<file path="config.mk">
export PLATFORM = sky130hd
export DESIGN_NAME = pmsi_host_bus_unit
export DESIGN_NICKNAME = d
export VERILOG_FILES = /design/src/hdl/pmsi_pkg.sv /design/src/hdl/pmsi_host_bus_unit.sv
export SDC_FILE = /design/constraint.sdc
export NUM_CORES = 1
export LEC_CHECK = 0
export BUFFER_PORTS_ARGS = -buffer_cell sky130_fd_sc_hd__buf_4
export CORE_MARGIN = 2
export CORE_UTILIZATION = 43
export CTS_BUF_LIST = sky130_fd_sc_hd__clkbuf_2 sky130_fd_sc_hd__clkbuf_4 sky130_fd_sc_hd__clkbuf_8
export DETAILED_ROUTE_END_ITERATION = 12
export HOLD_SLACK_MARGIN = 0.15
export PLACE_DENSITY = 0.68
export SYNTH_ARGS = -nofsm -noshare
export SYNTH_HDL_FRONTEND = slang
export SYNTH_SLANG_ARGS = --single-unit
</file>
<file path="constraint.sdc">
create_clock -name clk -period 2.21 [get_ports clk]
set_input_delay 0 -clock clk [delete_from_list [all_inputs] [get_ports clk]]
set_output_delay 0 -clock clk [all_outputs]
set_load 0.02 [all_outputs]
</file>
<file path="src/hdl/pmsi_pkg.sv">
// Purpose: shared constants and types of the host bus unit
// Assumes: one 25 MHz clock, synchronous active-high reset
// Notes: command codes are the bus's own encodings
`default_nettype none
package pmsi_pkg;
  localparam logic [3:0] CMD_IO_RD = 4'h2;
  localparam logic [3:0] CMD_IO_WR = 4'h3;
  localparam logic [3:0] CMD_MEM_RD = 4'h6;
  localparam logic [3:0] CMD_MEM_WR = 4'h7;
  localparam logic [3:0] CMD_CFG_RD = 4'hA;
  localparam logic [3:0] CMD_CFG_WR = 4'hB;
  localparam logic [3:0] CMD_MEM_RDM = 4'hC;
  localparam logic [3:0] CMD_MEM_RDL = 4'hE;
  localparam logic [3:0] CMD_MEM_WI = 4'hF;
  // lowest compared address bit: 27 bits for direct io, 16 for rom
  localparam int DIO_CMP_LSB = 5;
  localparam int ROM_CMP_LSB = 16;
  // configuration dword that belongs to the eeprom port
  localparam logic [5:0] EE_CFG_DW = 6'h10;
  // counter value at which an unclaimed access ends in master abort, on the sixth clock after the address phase
  localparam logic [2:0] MABORT_LAST = 3'h5;
  typedef enum logic [2:0] {
    T_IDLE, T_DEC, T_WAIT, T_XFER, T_STOP, T_TURN
  } pmsi_tst_t;
  typedef enum logic [2:0] {
    M_IDLE, M_REQ, M_ADDR, M_DATA, M_TURN
  } pmsi_mst_t;
  typedef enum logic [1:0] {RT_CFG, RT_SIF, RT_ROM, RT_EIF} pmsi_route_t;
endpackage
`default_nettype wire

</file>
<file path="src/hdl/pmsi_host_bus_unit.sv">
// Purpose: host bus unit, bus master and target of the bridge
// Assumes: bus pins are synchronous to clk, which is the bus clock
// Notes: one data phase per access; pins split into value and enable
//
// What this block does
// [RQ1] phase ends when both ready lines asserted
// [RQ2] master ready only with valid write data
// [RQ3] target ready only with valid read data
// [RQ4] bus pins sampled on rising clk, frame also drives stop directly
// [RQ5] processor bus clock derived from bus clock
// [RQ6] parity error reported two clocks after data
// [RQ7] parity error only after claim and phase
// [RQ8] request arbiter, wait for own grant
// [RQ9] bus reset also resets communications processor
// [RQ10] host may park lines low in reset
// [RQ11] enabled system error flags address parity
// [RQ12] target stop ends the master's transaction
// [RQ13] eeprom data open-drain, eeprom clock driven
// [RQ14] parity generated and checked on bus data
// [RQ15] limited master commands, broad target commands
// [RQ16] disconnect when initiator wants second phase
// [RQ17] compare upper 27 or 16 address bits
// [RQ18] eight dwords direct io, 64k rom region
// [RQ19] each register decoded, medium claim timing
// [RQ20] each access routed to one sub-unit
// [RQ21] hold captured address phase, idsel for config
// [RQ22] configuration claimed only with idsel asserted
// [RQ23] no claim ends in master abort
// [RQ24] no request and released pins during reset
`default_nettype none
module pmsi_host_bus_unit
  import pmsi_pkg::*;
(
  input wire logic clk,
  input wire logic sys_rst,
  input wire logic [31:0] pci_ad,
  output logic [31:0] pci_ad_val,
  output logic pci_ad_oe,
  input wire logic [3:0] pci_cbe_n,
  output logic [3:0] pci_cbe_n_val,
  output logic pci_cbe_n_oe,
  input wire logic pci_par,
  output logic pci_par_val,
  output logic pci_par_oe,
  input wire logic pci_frame_n,
  output logic pci_frame_n_val,
  output logic pci_frame_n_oe,
  input wire logic pci_irdy_n,
  output logic pci_irdy_n_val,
  output logic pci_irdy_n_oe,
  input wire logic pci_trdy_n,
  output logic pci_trdy_n_val,
  output logic pci_trdy_n_oe,
  input wire logic pci_devsel_n,
  output logic pci_devsel_n_val,
  output logic pci_devsel_n_oe,
  input wire logic pci_stop_n,
  output logic pci_stop_n_val,
  output logic pci_stop_n_oe,
  input wire logic pci_perr_n,
  output logic pci_perr_n_val,
  output logic pci_perr_n_oe,
  output logic pci_serr_n_val,
  output logic pci_serr_n_oe,
  output logic pci_req_n,
  input wire logic pci_gnt_n,
  input wire logic pci_idsel,
  input wire logic io_en,
  input wire logic mem_en,
  input wire logic rom_en,
  input wire logic bm_en,
  input wire logic perr_en,
  input wire logic serr_en,
  input wire logic [31:DIO_CMP_LSB] dio_io_base,
  input wire logic [31:DIO_CMP_LSB] dio_mem_base,
  input wire logic [31:ROM_CMP_LSB] rom_base,
  output logic tgt_req,
  output logic tgt_write,
  output pmsi_route_t tgt_route,
  output logic [31:0] tgt_addr,
  output logic [3:0] tgt_be,
  output logic [31:0] tgt_wdata,
  input wire logic [31:0] tgt_rdata,
  input wire logic tgt_ack,
  input wire logic mst_start,
  input wire logic mst_write,
  input wire logic mst_inval,
  input wire logic [31:0] mst_addr,
  input wire logic [31:0] mst_wdata,
  input wire logic [3:0] mst_be,
  output logic mst_busy,
  output logic mst_done,
  output logic mst_abort,
  output logic mst_stopped,
  output logic mst_locked,
  output logic [31:0] mst_rdata,
  output logic par_err,
  output logic processor_bus_clock,
  output logic commproc_reset,
  input wire logic ee_clk_drive,
  input wire logic ee_data_low,
  output logic ee_data,
  output logic eeprom_serial_clock,
  input wire logic eeprom_serial_data,
  output logic eeprom_serial_data_val,
  output logic eeprom_serial_data_oe
);
  typedef struct packed {
    pmsi_tst_t tst;
    pmsi_mst_t mst;
    logic frm_q;
    logic [31:0] addr;
    logic [3:0] cmd;
    logic idsel;
    pmsi_route_t route;
    logic [3:0] be;
    logic [31:0] wdata;
    logic req;
    logic [31:0] ad_o;
    logic ad_oe;
    logic [3:0] cbe_o;
    logic cbe_oe;
    logic par_o;
    logic par_oe;
    logic chk_addr;
    logic par_exp_a;
    logic chk_data;
    logic chk_mst;
    logic par_exp_d;
    logic perr_act;
    logic perr_tail;
    logic serr_act;
    logic lock;
    logic [2:0] cnt;
    logic m_write;
    logic [31:0] m_addr;
    logic [31:0] m_wdata;
    logic [3:0] m_be;
    logic [31:0] rdata;
    logic done;
    logic abort;
    logic stopped;
    logic pbclk;
    logic cp_rst;
    logic ee_s1;
    logic ee_s2;
    logic ee_clk;
    logic ee_low;
  } pmsi_state_t;

  pmsi_state_t st_ff;
  pmsi_state_t nxt_st;
  logic hit;
  pmsi_route_t route;
  logic dphase_done;

  // parity covers the data lines and the command/byte-enable lines
  function automatic logic bus_parity(input logic [31:0] d,
                                      input logic [3:0] c);
    return ^{d, c};
  endfunction

  function automatic logic is_mem_cmd(input logic [3:0] c);
    return c == CMD_MEM_RD || c == CMD_MEM_WR || c == CMD_MEM_RDM ||
           c == CMD_MEM_RDL || c == CMD_MEM_WI;
  endfunction

  // [RQ17] [RQ18] upper-bit compares set window sizes
  // [RQ22] configuration claimed only with idsel
  always_comb begin
    logic cfg;
    logic io_hit;
    logic dio_mem;
    logic rom_mem;
    cfg = (st_ff.cmd == CMD_CFG_RD || st_ff.cmd == CMD_CFG_WR) &&
          st_ff.idsel && st_ff.addr[1:0] == 2'b00;
    io_hit = (st_ff.cmd == CMD_IO_RD || st_ff.cmd == CMD_IO_WR) && io_en &&
             st_ff.addr[31:DIO_CMP_LSB] == dio_io_base;
    dio_mem = is_mem_cmd(st_ff.cmd) && mem_en &&
              st_ff.addr[31:DIO_CMP_LSB] == dio_mem_base;
    rom_mem = is_mem_cmd(st_ff.cmd) && rom_en &&
              st_ff.addr[31:ROM_CMP_LSB] == rom_base;
    hit = cfg || io_hit || dio_mem || rom_mem;
    // [RQ20] exactly one sub-unit per access
    if (cfg) begin
      route = (st_ff.addr[7:2] == EE_CFG_DW) ? RT_EIF : RT_CFG;
    end else if (io_hit || dio_mem) begin
      route = RT_SIF;
    end else begin
      route = RT_ROM;
    end
  end

  // [RQ1] completion needs both ready lines
  assign dphase_done = st_ff.tst == T_XFER && !pci_irdy_n;

  always_comb begin
    nxt_st = st_ff;
    nxt_st.frm_q = pci_frame_n;
    nxt_st.req = 1'b0;
    nxt_st.done = 1'b0;
    nxt_st.abort = 1'b0;
    nxt_st.stopped = 1'b0;
    nxt_st.chk_addr = 1'b0;
    nxt_st.chk_data = 1'b0;
    nxt_st.perr_act = 1'b0;
    nxt_st.serr_act = 1'b0;
    nxt_st.perr_tail = st_ff.perr_act;
    // [RQ5] processor bus clock is the bus clock halved
    nxt_st.pbclk = ~st_ff.pbclk;
    nxt_st.cp_rst = 1'b0;
    nxt_st.ee_s1 = eeprom_serial_data;
    nxt_st.ee_s2 = st_ff.ee_s1;
    nxt_st.ee_clk = ee_clk_drive;
    nxt_st.ee_low = ee_data_low;
    // [RQ14] parity one clock behind the lines it covers
    nxt_st.par_oe = st_ff.ad_oe;
    nxt_st.par_o = bus_parity(st_ff.ad_o,
                              st_ff.cbe_oe ? st_ff.cbe_o : pci_cbe_n);
    // [RQ11] address parity checked whether claimed or not
    if (st_ff.chk_addr && pci_par != st_ff.par_exp_a && serr_en) begin
      nxt_st.serr_act = 1'b1;
    end
    // [RQ6] [RQ14] data parity checked clock after data
    if (st_ff.chk_data && pci_par != st_ff.par_exp_d && perr_en) begin
      nxt_st.perr_act = 1'b1;
      nxt_st.lock = st_ff.lock | st_ff.chk_mst;
    end

    case (st_ff.tst)
      T_IDLE: begin
        // [RQ4] [RQ21] address phase captured and held
        if (st_ff.frm_q && !pci_frame_n && st_ff.mst != M_ADDR) begin
          nxt_st.addr = pci_ad;
          nxt_st.cmd = pci_cbe_n;
          nxt_st.idsel = pci_idsel;
          nxt_st.par_exp_a = bus_parity(pci_ad, pci_cbe_n);
          nxt_st.chk_addr = 1'b1;
          nxt_st.tst = T_DEC;
        end
      end
      T_DEC: begin
        // [RQ19] [RQ15] claim in second clock, medium timing
        if (hit) begin
          nxt_st.route = route;
          nxt_st.req = !st_ff.cmd[0];
          nxt_st.tst = T_WAIT;
        end else begin
          nxt_st.tst = T_IDLE;
        end
      end
      T_WAIT: begin
        // [RQ3] read data on the lines with target ready
        if (st_ff.cmd[0]) begin
          nxt_st.tst = T_XFER;
        end else if (tgt_ack) begin
          nxt_st.ad_o = tgt_rdata;
          nxt_st.ad_oe = 1'b1;
          nxt_st.tst = T_XFER;
        end
      end
      T_XFER: begin
        if (dphase_done) begin
          nxt_st.be = pci_cbe_n;
          if (st_ff.cmd[0]) begin
            nxt_st.wdata = pci_ad;
            nxt_st.req = 1'b1;
            nxt_st.chk_data = 1'b1;
            nxt_st.chk_mst = 1'b0;
            nxt_st.par_exp_d = bus_parity(pci_ad, pci_cbe_n);
          end
          nxt_st.tst = pci_frame_n ? T_TURN : T_STOP;
        end
      end
      T_STOP: begin
        if (pci_frame_n) begin
          nxt_st.tst = T_TURN;
        end
      end
      T_TURN: begin
        nxt_st.ad_oe = 1'b0;
        nxt_st.tst = T_IDLE;
      end
      default: nxt_st.tst = T_IDLE;
    endcase

    case (st_ff.mst)
      M_IDLE: begin
        // parity fault on master read data blocks further mastering until reset
        if (mst_start && bm_en && !st_ff.lock) begin
          nxt_st.m_write = mst_write;
          nxt_st.m_addr = mst_addr;
          nxt_st.m_wdata = mst_wdata;
          nxt_st.m_be = mst_be;
          // [RQ15] only read line, write, write-and-invalidate
          nxt_st.cmd = !mst_write ? CMD_MEM_RDL :
                       mst_inval ? CMD_MEM_WI : CMD_MEM_WR;
          nxt_st.mst = M_REQ;
        end
      end
      M_REQ: begin
        // [RQ8] start only on own grant with the bus idle
        if (!pci_gnt_n && pci_frame_n && pci_irdy_n &&
            st_ff.tst == T_IDLE) begin
          nxt_st.ad_o = st_ff.m_addr;
          nxt_st.ad_oe = 1'b1;
          nxt_st.cbe_o = st_ff.cmd;
          nxt_st.cbe_oe = 1'b1;
          nxt_st.cnt = 3'h0;
          nxt_st.mst = M_ADDR;
        end
      end
      M_ADDR: begin
        // [RQ2] write data placed together with initiator ready
        nxt_st.ad_o = st_ff.m_wdata;
        nxt_st.ad_oe = st_ff.m_write;
        nxt_st.cbe_o = st_ff.m_be;
        nxt_st.mst = M_DATA;
      end
      M_DATA: begin
        if (st_ff.cnt != MABORT_LAST) begin
          nxt_st.cnt = st_ff.cnt + 3'h1;
        end
        // [RQ1] [RQ12] [RQ23] completion, stop or abort
        if (!pci_trdy_n && !pci_devsel_n) begin
          nxt_st.rdata = pci_ad;
          nxt_st.chk_data = !st_ff.m_write;
          nxt_st.chk_mst = 1'b1;
          nxt_st.par_exp_d = bus_parity(pci_ad, st_ff.cbe_o);
          nxt_st.done = 1'b1;
          nxt_st.mst = M_TURN;
        end else if (!pci_stop_n && !pci_devsel_n) begin
          nxt_st.stopped = 1'b1;
          nxt_st.mst = M_TURN;
        end else if (pci_devsel_n && st_ff.cnt == MABORT_LAST) begin
          nxt_st.abort = 1'b1;
          nxt_st.mst = M_TURN;
        end
      end
      M_TURN: begin
        nxt_st.ad_oe = 1'b0;
        nxt_st.cbe_oe = 1'b0;
        nxt_st.mst = M_IDLE;
      end
      default: nxt_st.mst = M_IDLE;
    endcase

    // [RQ9] [RQ24] reset clears all but frm_q and holds processor in reset
    if (sys_rst) begin
      nxt_st = '0;
      nxt_st.frm_q = 1'b1;
      nxt_st.cp_rst = 1'b1;
    end
  end

  always_ff @(posedge clk) begin
    st_ff <= nxt_st;
  end

  assign pci_ad_val = st_ff.ad_o;
  assign pci_ad_oe = st_ff.ad_oe;
  assign pci_cbe_n_val = st_ff.cbe_o;
  assign pci_cbe_n_oe = st_ff.cbe_oe;
  assign pci_par_val = st_ff.par_o;
  assign pci_par_oe = st_ff.par_oe;
  assign pci_frame_n_oe = st_ff.mst inside {M_ADDR, M_DATA, M_TURN};
  assign pci_frame_n_val = st_ff.mst != M_ADDR;
  assign pci_irdy_n_oe = st_ff.mst inside {M_DATA, M_TURN};
  assign pci_irdy_n_val = st_ff.mst != M_DATA;
  assign pci_devsel_n_oe = st_ff.tst inside {T_WAIT, T_XFER, T_STOP, T_TURN};
  assign pci_devsel_n_val = st_ff.tst == T_TURN;
  assign pci_trdy_n_oe = pci_devsel_n_oe;
  assign pci_trdy_n_val = st_ff.tst != T_XFER;
  assign pci_stop_n_oe = pci_devsel_n_oe;
  // [RQ16] disconnect while initiator holds frame
  assign pci_stop_n_val = !((st_ff.tst == T_XFER && !pci_frame_n) ||
                            st_ff.tst == T_STOP);
  // [RQ7] perr only follows a claimed, completed phase
  assign pci_perr_n_val = !st_ff.perr_act;
  assign pci_perr_n_oe = st_ff.perr_act | st_ff.perr_tail;
  assign pci_serr_n_val = 1'b0;
  assign pci_serr_n_oe = st_ff.serr_act;
  assign pci_req_n = st_ff.mst != M_REQ;
  assign tgt_req = st_ff.req;
  assign tgt_write = st_ff.cmd[0];
  assign tgt_route = st_ff.route;
  assign tgt_addr = st_ff.addr;
  assign tgt_be = st_ff.be;
  assign tgt_wdata = st_ff.wdata;
  assign mst_busy = st_ff.mst != M_IDLE;
  assign mst_done = st_ff.done;
  assign mst_abort = st_ff.abort;
  assign mst_stopped = st_ff.stopped;
  assign mst_locked = st_ff.lock;
  assign mst_rdata = st_ff.rdata;
  assign par_err = st_ff.perr_act | st_ff.serr_act;
  assign processor_bus_clock = st_ff.pbclk;
  assign commproc_reset = st_ff.cp_rst;
  // [RQ13] open-drain data, driven clock
  assign eeprom_serial_clock = st_ff.ee_clk;
  assign eeprom_serial_data_val = 1'b0;
  assign eeprom_serial_data_oe = st_ff.ee_low;
  assign ee_data = st_ff.ee_s2;

  chk_devsel_medium: assert property (@(posedge clk) disable iff (sys_rst) // [RQ19]
    $rose(pci_devsel_n_oe) |-> $past(st_ff.tst) == T_DEC &&
    $past(pci_frame_n, 2) == 1'b0)
    else $error("claim not in medium decode slot");
  chk_trdy_rdata: assert property (@(posedge clk) disable iff (sys_rst) // [RQ3]
    (!pci_trdy_n_val && pci_trdy_n_oe && !st_ff.cmd[0]) |-> pci_ad_oe)
    else $error("target ready without read data");
  chk_irdy_wdata: assert property (@(posedge clk) disable iff (sys_rst) // [RQ2]
    (!pci_irdy_n_val && pci_irdy_n_oe && st_ff.m_write) |->
    pci_ad_oe && pci_ad_val == st_ff.m_wdata)
    else $error("initiator ready without write data");
  chk_perr_delay: assert property (@(posedge clk) disable iff (sys_rst) // [RQ6]
    $rose(st_ff.perr_act) |-> $past(st_ff.chk_data) &&
    $past(pci_par) != $past(st_ff.par_exp_d))
    else $error("parity report not two clocks after data");
  chk_perr_claim: assert property (@(posedge clk) disable iff (sys_rst) // [RQ7]
    (st_ff.perr_act && !st_ff.chk_mst) |-> $past(dphase_done, 2))
    else $error("parity report without claimed phase");
  chk_req_reset: assert property (@(posedge clk) // [RQ24]
    $past(sys_rst) |-> pci_req_n && !pci_ad_oe && !pci_frame_n_oe)
    else $error("bus not released after reset");
  chk_frame_grant: assert property (@(posedge clk) disable iff (sys_rst) // [RQ8]
    $rose(pci_frame_n_oe) |-> $past(!pci_gnt_n) && $past(!pci_req_n))
    else $error("frame started without grant");
  chk_stop_multi: assert property (@(posedge clk) disable iff (sys_rst) // [RQ16]
    (st_ff.tst == T_XFER && !pci_frame_n) |-> !pci_stop_n_val)
    else $error("no disconnect on multi-phase access");
  chk_abort_end: assert property (@(posedge clk) disable iff (sys_rst) // [RQ23]
    (st_ff.mst == M_DATA && st_ff.cnt == MABORT_LAST && pci_devsel_n &&
     pci_stop_n && pci_trdy_n) |=> mst_abort && st_ff.mst == M_TURN
    ##1 st_ff.mst == M_IDLE)
    else $error("master abort not taken");
  chk_serr_cause: assert property (@(posedge clk) disable iff (sys_rst) // [RQ11]
    pci_serr_n_oe |-> $past(st_ff.chk_addr) && $past(serr_en))
    else $error("system error without address check");
endmodule
`default_nettype wire

</file>
# After elaboration in Yosys (flattened, before gate mapping)
# Cells that the tools add are included.
# totals
ff_bits	245
in_bits	230
out_inout_bits	171
elab_cells	211
# classes
addsub	1
eq_ne	38
n_mux	52
n_bitwise	6
n_reduce_logical	74
# op_table
op	n
parity 36 bit	3
two-way mux 33 bit	2
case mux 32 bit (2 select lines)	1
equality test 27 bit	2
two-way mux 3 bit	17
two-way mux 38 bit	1
two-way mux 32 bit	1
logical AND 1 bit	24
equality test 4 bit, second input constant	5
two-way mux 4 bit	5
equality test 16 bit	1
two-way mux 5 bit	3
case mux 3 bit (5 select lines)	1
AND reduction 2 bit	7
equality test 3 x 2 -> 1 bit, second input constant	4
equality test 3 bit, second input constant	4
!= test 2 bit, second input constant	6
case mux 3 bit (4 select lines)	1
logical NOT 1 bit	11
logical OR 1 bit	11
two-way mux 2 bit	5
two-way mux 1 bit	9
!= test 3 x 2 -> 1 bit, second input constant	3
AND reduction 3 bit	3
24 further kinds	41

# Longest topological paths before layout
# Gate-level depths: netlist (run 1).
# logic_depth
ltp_word	11
ltp_mapped	10
ltp_nobuf	7

# Least setup slack after synthesis (run 1)
# OpenSTA, ideal clock, no wires.
# synth_path
kind	register -> register
start	reg st_ff[240] (netlist bit)
end	reg st_ff[119] (netlist bit)
setup_ns	0.128
arrival_time_ns	1.692
required_time_ns	2.082
slack_ns	0.391
path_stages_with_launch	8
path_buffers	2
synth_period_minus_slack_ns	1.819
cell_sequence	dfxtp_1 > nor2b_1 > nand2_1 > or3_1 > clkbuf_1 > clkbuf_1 > a21oi_1 > nor2_1
# synth_via
elab_chain_len	2
# synth_rtl
element	line_no	source
start: declaration	pmsi_host_bus_unit.sv:151	pmsi_state_t st_ff;
start signal: assignment	pmsi_host_bus_unit.sv:357	st_ff <= nxt_st;
equality test 3 x 2 -> 1 bit	pmsi_host_bus_unit.sv:287	case (st_ff.mst)
two-way mux 3 bit	pmsi_host_bus_unit.sv:287	
# Every way passes these cells.
# A chain may end at the register's enable or synchronous reset.

# Worst setup path after layout (run 1)
# layout_path
start	reg st_ff (netlist bit tgt_addr[26])
end	reg st_ff (netlist bit tgt_route[0])
# layout_via
elab_chain_len	6
word_cells_on_any_way	13
classes_between	3 x eq/ne; 2 x mux; 8 x reduce/logical
# layout_rtl
element	line_no	source
equality test 27 bit	pmsi_host_bus_unit.sv:178	st_ff.addr[31:DIO_CMP_LSB] == dio_io_base;
logical AND 1 bit	pmsi_host_bus_unit.sv:177	io_hit = (st_ff.cmd == CMD_IO_RD || st_ff.cmd == CMD_IO_WR) && io_en &&
logical OR 1 bit (3 in series)	pmsi_host_bus_unit.sv:183	hit = cfg || io_hit || dio_mem || rom_mem;
AND reduction 2 bit (no source line)	--	
# Several ways; a longest one is shown, not always the timed one.

==> results.sh, run 1 <==
export IMPL_fill_cells=2258
export IMPL_wl_met1_mm=16.5
export IMPL_hold_viol_final=0
export IMPL_cp_cell_sequence="xor2_1, nor4_2, nand4_1, dlygate4sd3_1, nand3_1, a21oi_1"
export IMPL_cp_end_kind="flop"
export IMPL_initial_core_util=0.438
export IMPL_p_leak_nw=7.01
export IMPL_top_layer_used="met5"
export IMPL_numCtsBuffers=44
export IMPL_crit_slowest_cell="dlygate4sd3_1"
export IMPL_synthToLayoutAreaGrowth_pct=45.9
export IMPL_fmax_mhz=477
export IMPL_vias_per_cell=5.16
export IMPL_crit_family="simple AND/OR/NAND/NOR gates"
export IMPL_die_w_um=170
export IMPL_cts_root_buffer="clkbuf_8"
export IMPL_cp_startpoint="tgt_addr[26]"
export IMPL_layout_drive_gt1_share=0.286
export IMPL_critPathKind="reg2reg"
export IMPL_slew_viol_final=0
export IMPL_maxCapViolations=0
export IMPL_holdPathStages=7
export IMPL_slew_headroom=0.500
export IMPL_die_y_um=170
export IMPL_r2r_end="tgt_route[0]"
export IMPL_final_cell_mix="nand2_1 (430), buf_4 (413), dfxtp_1 (237)"
export IMPL_avgSynthCellArea_um2=7.95
export IMPL_timing_rr_start="tgt_addr[26]"
export IMPL_cpPeakStageDelay_ns=0.63
export IMPL_worst_slew_pin_slew_ns=0.750
export IMPL_grt_total_usage=0.280
export IMPL_worstPathRequired_ns=2.65
export IMPL_drt_initial_drc_count=769
export IMPL_layout_nets=2156
export IMPL_synth_cells=1486
export IMPL_antenna_found_initial=5
export IMPL_fin_util=0.640
export IMPL_status="finished, final reports clean"
export IMPL_async_flop_share=0
export IMPL_wl_met3_mm=3.01
export IMPL_gr_total_overflow=0
export IMPL_place_worst_setup_slack_ns=0.0693
export IMPL_min_to="tgt_route[0]"
export IMPL_min_delay_start="dio_io_base[8]"
export IMPL_wl_met2_mm=20.6
export IMPL_grt_pass1_vias=11700
export IMPL_finClkSkew_ns=0.0186
export IMPL_synth_edff_count=0
export IMPL_setup_violations=0
export IMPL_critPathLaunchType="flop"
export IMPL_dieArea_mm2=0.0288
export IMPL_clkLatencyLatePin_ns=0.55
export IMPL_rows=60
export IMPL_cellPowerDensity_mw_per_mm2=697
export IMPL_yosys_warnings=0
export IMPL_portBuffers=397
export IMPL_grt_max_degree=93
export IMPL_grt_pass1_wl_mm=63.4
export IMPL_vias=11900
export IMPL_clk_pin_slew_ns=0.06
export IMPL_hpwl_mm=27.7
export IMPL_final_common_cell="nand2_1"
export IMPL_hold_class="in2reg"
export IMPL_io_pins=401
export IMPL_synthFlopType="dfxtp_1"
export IMPL_reg2reg_slack_ns=0.11
export IMPL_cp_data_arrival_time_ns=2.53
export IMPL_cts_tree="done"
export IMPL_drt_first_pass_iters=5
export IMPL_gp_congestion=0.864
export IMPL_ir_drop_mv=0.456
export IMPL_fin_ws_ns=0.112
export IMPL_post_route_period_util=0.949
export IMPL_wl_per_cell_um=18.3
export IMPL_finalSetupTns_ns=0
export IMPL_ys_ff_latch=245
export IMPL_syn_area_mm2=0.0118
export IMPL_cts_sinks=245
export IMPL_synth_seq_area_share=0.415
export IMPL_wirelength_mm=42.2
export IMPL_rsz0062_at_grt="no"
export IMPL_path_buf_inv=1
export IMPL_clockBufferDepth=3
export IMPL_path_max_fanout=5
export IMPL_drc=0
export IMPL_r2r_cells=6
export IMPL_htree_levels=2
export IMPL_coreArea_mm2=0.0270
export IMPL_detail_route_antenna_nets=0
export IMPL_min_period_ns=2.10
export IMPL_synth_cell_types=50
[routing by layer]
metal  vias to the layer above  GRT usage
li1                       5617          -
met1                      5559      0.324
met2                       548      0.482
met3                       147     0.0651
met4                         2      0.143
met5                         -          0
[cell usage after synthesis (2+ instances only)]
master	count	area [um^2]
clkbuf_1	60	225
a21o_1	2	15.0
o21a_1	3	22.5
a311oi_1	2	17.5
nor2b_1	8	50.1
buf_1	2	7.51
inv_1	8	30.0
nor4b_1	2	17.5
o21ai_0	11	55.1
nor3_1	9	45.0
ha_1	2	25.0
nor2_1	66	248
nand3_1	4	20.0
a31oi_1	2	12.5
dfxtp_1	245	4900
nor4_1	9	56.3
xnor2_1	117	1020
a221oi_1	4	35.0
and2_1	2	12.5
buf_2	19	95.1
and3_1	2	12.5
nand2b_1	4	25.0
xor2_1	27	236
buf_4	149	1120
or2_2	3	18.8
a221oi_2	29	435
nand4_1	15	93.8
a22oi_1	6	45.0
a21oi_1	223	1120
nand2_1	431	1620
[worst reg2reg max path, stage by stage (launching register included)]
cell and delay [ns]:
dfxtp_1 0.53, xor2_1 0.13, nor4_2 0.33, nand4_1 0.22, dlygate4sd3_1 0.63, nand3_1 0.09, a21oi_1 0.06
[what timing repair did]
action                                 in CTS  in global routing
hold buffers                              193                  0
setup endpoints to repair                   0                  3
setup buffers                               0                  1
endpoints found under the hold margin     238                  0
resized for setup                           0                 11
[sequential cells by signal, indices dropped and copies added, names as in the netlist, 2 cells and up]
signal         cells
tgt_route          2
tgt_be             4
tgt_wdata         32
tgt_addr          32
pci_cbe_n_val      4
mst_rdata         32
st_ff             91
pci_ad_val        32
[report_power, final]
group | switching (mW) | internal [mW] | total [mW]
sequential | 0.183 | 4.60 | 4.78
combinational | 1.16 | 1.13 | 2.29
clock | 1.92 | 3.02 | 4.94
total | 3.26 | 8.75 | 12.0
[worst max path at each step]
stage	to	slack [ns]	depth (start not counted)
5_1_grt	tgt_route[0]	0.001	6
6_report	tgt_route[0]	0.11	6
2_1_floorplan	st_ff[119]	0.39	7
4_1_cts	tgt_route[0]	0.02	7
3_3_place_gp	tgt_route[1]	0.12	7
3_5_place_dp	tgt_route[1]	0.07	7
[kinds of logic after synthesis]
group           count (synthesis)  synth area share
simple gates                  566             0.196
xor+xnor                      145             0.109
other cells                     1          0.000317
buf+inv                       239             0.125
compound gates                288             0.153
fa+ha+maj                       2           0.00212
flops                         245             0.415
[stage by stage]
stage	instance area (um^2)	power [mW]	hold slack (ns)	instances
global placement	14200	6.82	0.191	2024
global route	17200	12.5	0.207	2300
floorplan	11800	6.02	0.0277	1487
CTS	17200	12.1	0.152	2296
finish	17200	12.0	0.167	2303
detailed placement	14200	6.84	0.189	2024
[layout make-up]
cell class	instances	area, um^2	share of cell area
sequential	245	4910	0.285
inverter	9	33.8	0.00196
clock inverter	12	189	0.0110
timing repair buffer	621	5330	0.309
tap	341	427	0.0248
antenna	5	12.5	0.000726
multi-input combinational	1003	5490	0.318
clock buffer	67	841	0.0488
Power figures use the tool's default switching activity.
==> run 2: changes to the inputs <==
--- a/config.mk
+++ b/config.mk
@@ -5,13 +5,14 @@
 export SDC_FILE = /design/constraint.sdc
 export NUM_CORES = 1
 export LEC_CHECK = 0
+export ABC_AREA = 1
 export BUFFER_PORTS_ARGS = -buffer_cell sky130_fd_sc_hd__buf_4
 export CORE_MARGIN = 2
 export CORE_UTILIZATION = 43
 export CTS_BUF_LIST = sky130_fd_sc_hd__clkbuf_2 sky130_fd_sc_hd__clkbuf_4 sky130_fd_sc_hd__clkbuf_8
 export DETAILED_ROUTE_END_ITERATION = 12
 export HOLD_SLACK_MARGIN = 0.15
-export PLACE_DENSITY = 0.68
+export PLACE_DENSITY = 0.67
 export SYNTH_ARGS = -nofsm -noshare
 export SYNTH_HDL_FRONTEND = slang
 export SYNTH_SLANG_ARGS = --single-unit
==> results.sh, run 2 <==
export IMPL_fin_ws_ns=0.119
export IMPL_coreArea_mm2=0.0286
export IMPL_synthFlopType="dfxtp_1"
export IMPL_yosys_area_top_type_share=0.394
export IMPL_fill_cells=2511
export IMPL_dpl_cell_count=2323
export IMPL_cp_data_arrival_time_ns=2.58
export IMPL_final_cell_mix="buf_4 (416), nor2_1 (317), nand2_1 (314)"
export IMPL_ys_top_cells_by_count="nor2_1 (321), nand2_1 (315), dfxtp_1 (245), o21ai_0 (164), buf_4 (150)"
export IMPL_layout_drive_gt1_share=0.256
export IMPL_reg2reg_slack_ns=0.13
export IMPL_place_worst_setup_slack_ns=0.265
export IMPL_setup_violations=0
export IMPL_ys_ff_latch=245
export IMPL_clockBufferDepth=3
export IMPL_syn_area_mm2=0.0125
export IMPL_yosys_area_top_type="dfxtp_1"
export IMPL_antenna_found_initial=4
export IMPL_rsz0062_at_grt="yes"
export IMPL_portBuffers=397
export IMPL_path_max_fanout=46
export IMPL_grt_pass1_vias=12800
export IMPL_vias_per_cell=4.93
export IMPL_drc=0
export IMPL_synthToLayoutAreaGrowth_pct=40.7
export IMPL_async_flop_share=0
export IMPL_clkLatencyLatePin_ns=0.55
export IMPL_finalSetupTns_ns=0
export IMPL_critPathKind="in2reg"
export IMPL_hold_viol_final=0
export IMPL_synth_area_top_cells="dfxtp_1 (39%), nor2_1 (9.7%), nand2_1 (9.5%)"
export IMPL_cellPowerDensity_mw_per_mm2=685
export IMPL_hold_class="in2reg"
export IMPL_grt_total_usage=0.273
export IMPL_layout_cells_non_filler=2582
export IMPL_r2r_cells=10
export IMPL_synth_most_common_cell="nor2_1"
export IMPL_min_period_ns=2.09
export IMPL_worst_slew_pin_slew_ns=0.727
export IMPL_io_pins=401
export IMPL_maxCapViolations=0
export IMPL_gp_congestion=0.907
export IMPL_clk_pin_slew_ns=0.06
export IMPL_detail_route_antenna_nets=0
export IMPL_fin_util=0.612
export IMPL_layout_nets=2398
export IMPL_r2r_end="tgt_route[0]"
export IMPL_cts_tree="done"
export IMPL_gr_total_overflow=0
export IMPL_avgSynthCellArea_um2=7.16
export IMPL_timing_rr_start="tgt_addr[31]"
export IMPL_placed_area_mm2=0.0147
export IMPL_final_common_cell="buf_4"
export IMPL_die_w_um=174
export IMPL_min_delay_start="rom_base[22]"
export IMPL_cp_end_kind="flop"
export IMPL_ir_drop_mv=0.425
export IMPL_finClkSkew_ns=0.0213
export IMPL_whs_ns=0.141
export IMPL_p_leak_nw=8.01
export IMPL_slew_viol_final=0
export IMPL_wirelength_mm=42.8
export IMPL_yosys_warnings=0
export IMPL_vias=12700
export IMPL_cts_sinks=245
export IMPL_largest_register="st_ff"
export IMPL_fmax_mhz=478
export IMPL_hpwl_mm=29.7
export IMPL_synth_cell_types=41
export IMPL_p_total_mw=12.0
export IMPL_initial_core_util=0.435
export IMPL_critPathLaunchType="input pin"
export IMPL_holdPathStages=8
export IMPL_worstPathRequired_ns=2.70
export IMPL_dieArea_mm2=0.0303
export IMPL_synth_edff_count=0
export IMPL_synth_cells=1739
export IMPL_largest_register_ff_count=91
export IMPL_synth_seq_area_share=0.394
export IMPL_min_to="tgt_route[0]"
export IMPL_postLayoutCellArea_mm2=0.0175
export IMPL_status="finished, final reports clean"
export IMPL_slew_headroom=0.515
export IMPL_htree_levels=2
export IMPL_wl_per_cell_um=16.6
export IMPL_grt_pass1_wl_mm=66.6
export IMPL_rows=62
export IMPL_numCtsBuffers=42
export IMPL_die_y_um=174
export IMPL_grt_max_degree=69
export IMPL_post_route_period_util=0.946
export IMPL_drt_initial_drc_count=567
export IMPL_drt_first_pass_iters=5
export IMPL_cts_root_buffer="clkbuf_8"
[run 2: repair_timing]
action / CTS / global route
hold buffers: 182 / 0
hold endpoints to repair: 240 / 0
buffers inserted: 0 / 1
endpoints found under the setup margin: 0 / 6
gates resized for setup: 0 / 22
[run 2: logic make-up (layout without fill, tap and decap cells)]
family	after synthesis	count (layout)	share of synthesized area
XOR/XNOR	106	106	0.0746
adder cells (fa/ha/maj)	2	2	0.00201
AO/OA/AOI/OAI	304	304	0.134
other	1	6	0.000301
AND/OR/NAND/NOR	755	755	0.248
flip-flops	245	245	0.394
buffers and inverters	326	780	0.146
[run 2: worst max path at each step]
stage,startpoint,end,depth (start not counted)
3_3_place_gp,st_ff[243],pci_ad_val[27],11
4_1_cts,tgt_addr[29],tgt_route[0],10
3_5_place_dp,st_ff[243],st_ff[112],10
6_report,sys_rst,pci_serr_n_oe,8
5_1_grt,tgt_write,st_ff[242],9
2_1_floorplan,tgt_write,pci_ad_val[22],8
[run 2: layout make-up]
cell class	count	area (um^2)	area share
Inverter	103	392	0.0224
Sequential cell	245	4920	0.281
Timing Repair Buffer	605	5070	0.289
Antenna cell	4	10.0	0.000571
Multi-Input combinational cell	1169	5770	0.329
Clock inverter	5	58.8	0.00336
Clock buffer	67	828	0.0473
Tap cell	384	480	0.0274
[run 2: power by group]
part	internal, mW	switching, mW	leakage [nW]	total (mW)
Clock	2.48	1.86	0.466	4.34
Combinational	1.22	1.48	5.54	2.70
Sequential	4.70	0.267	2.00	4.97
Total	8.40	3.61	8.01	12.0
[run 2: per-layer routing]
layer,vias up,GRT usage,share of wire
met2,526,0.485,0.49
met1,5813,0.314,0.39
met3,117,0.0643,0.073
li1,6275,-,-
met5,-,0,0
met4,0,0.114,0.039
[run 2: worst max-delay path: stages]
cell and delay [ns]:
dlygate4sd3_1 0.54, buf_4 0.16, inv_4 0.34, buf_4 0.24, nand3_1 0.07, dlygate4sd3_1 0.56
nor2_1 0.11, dlygate4sd3_1 0.55
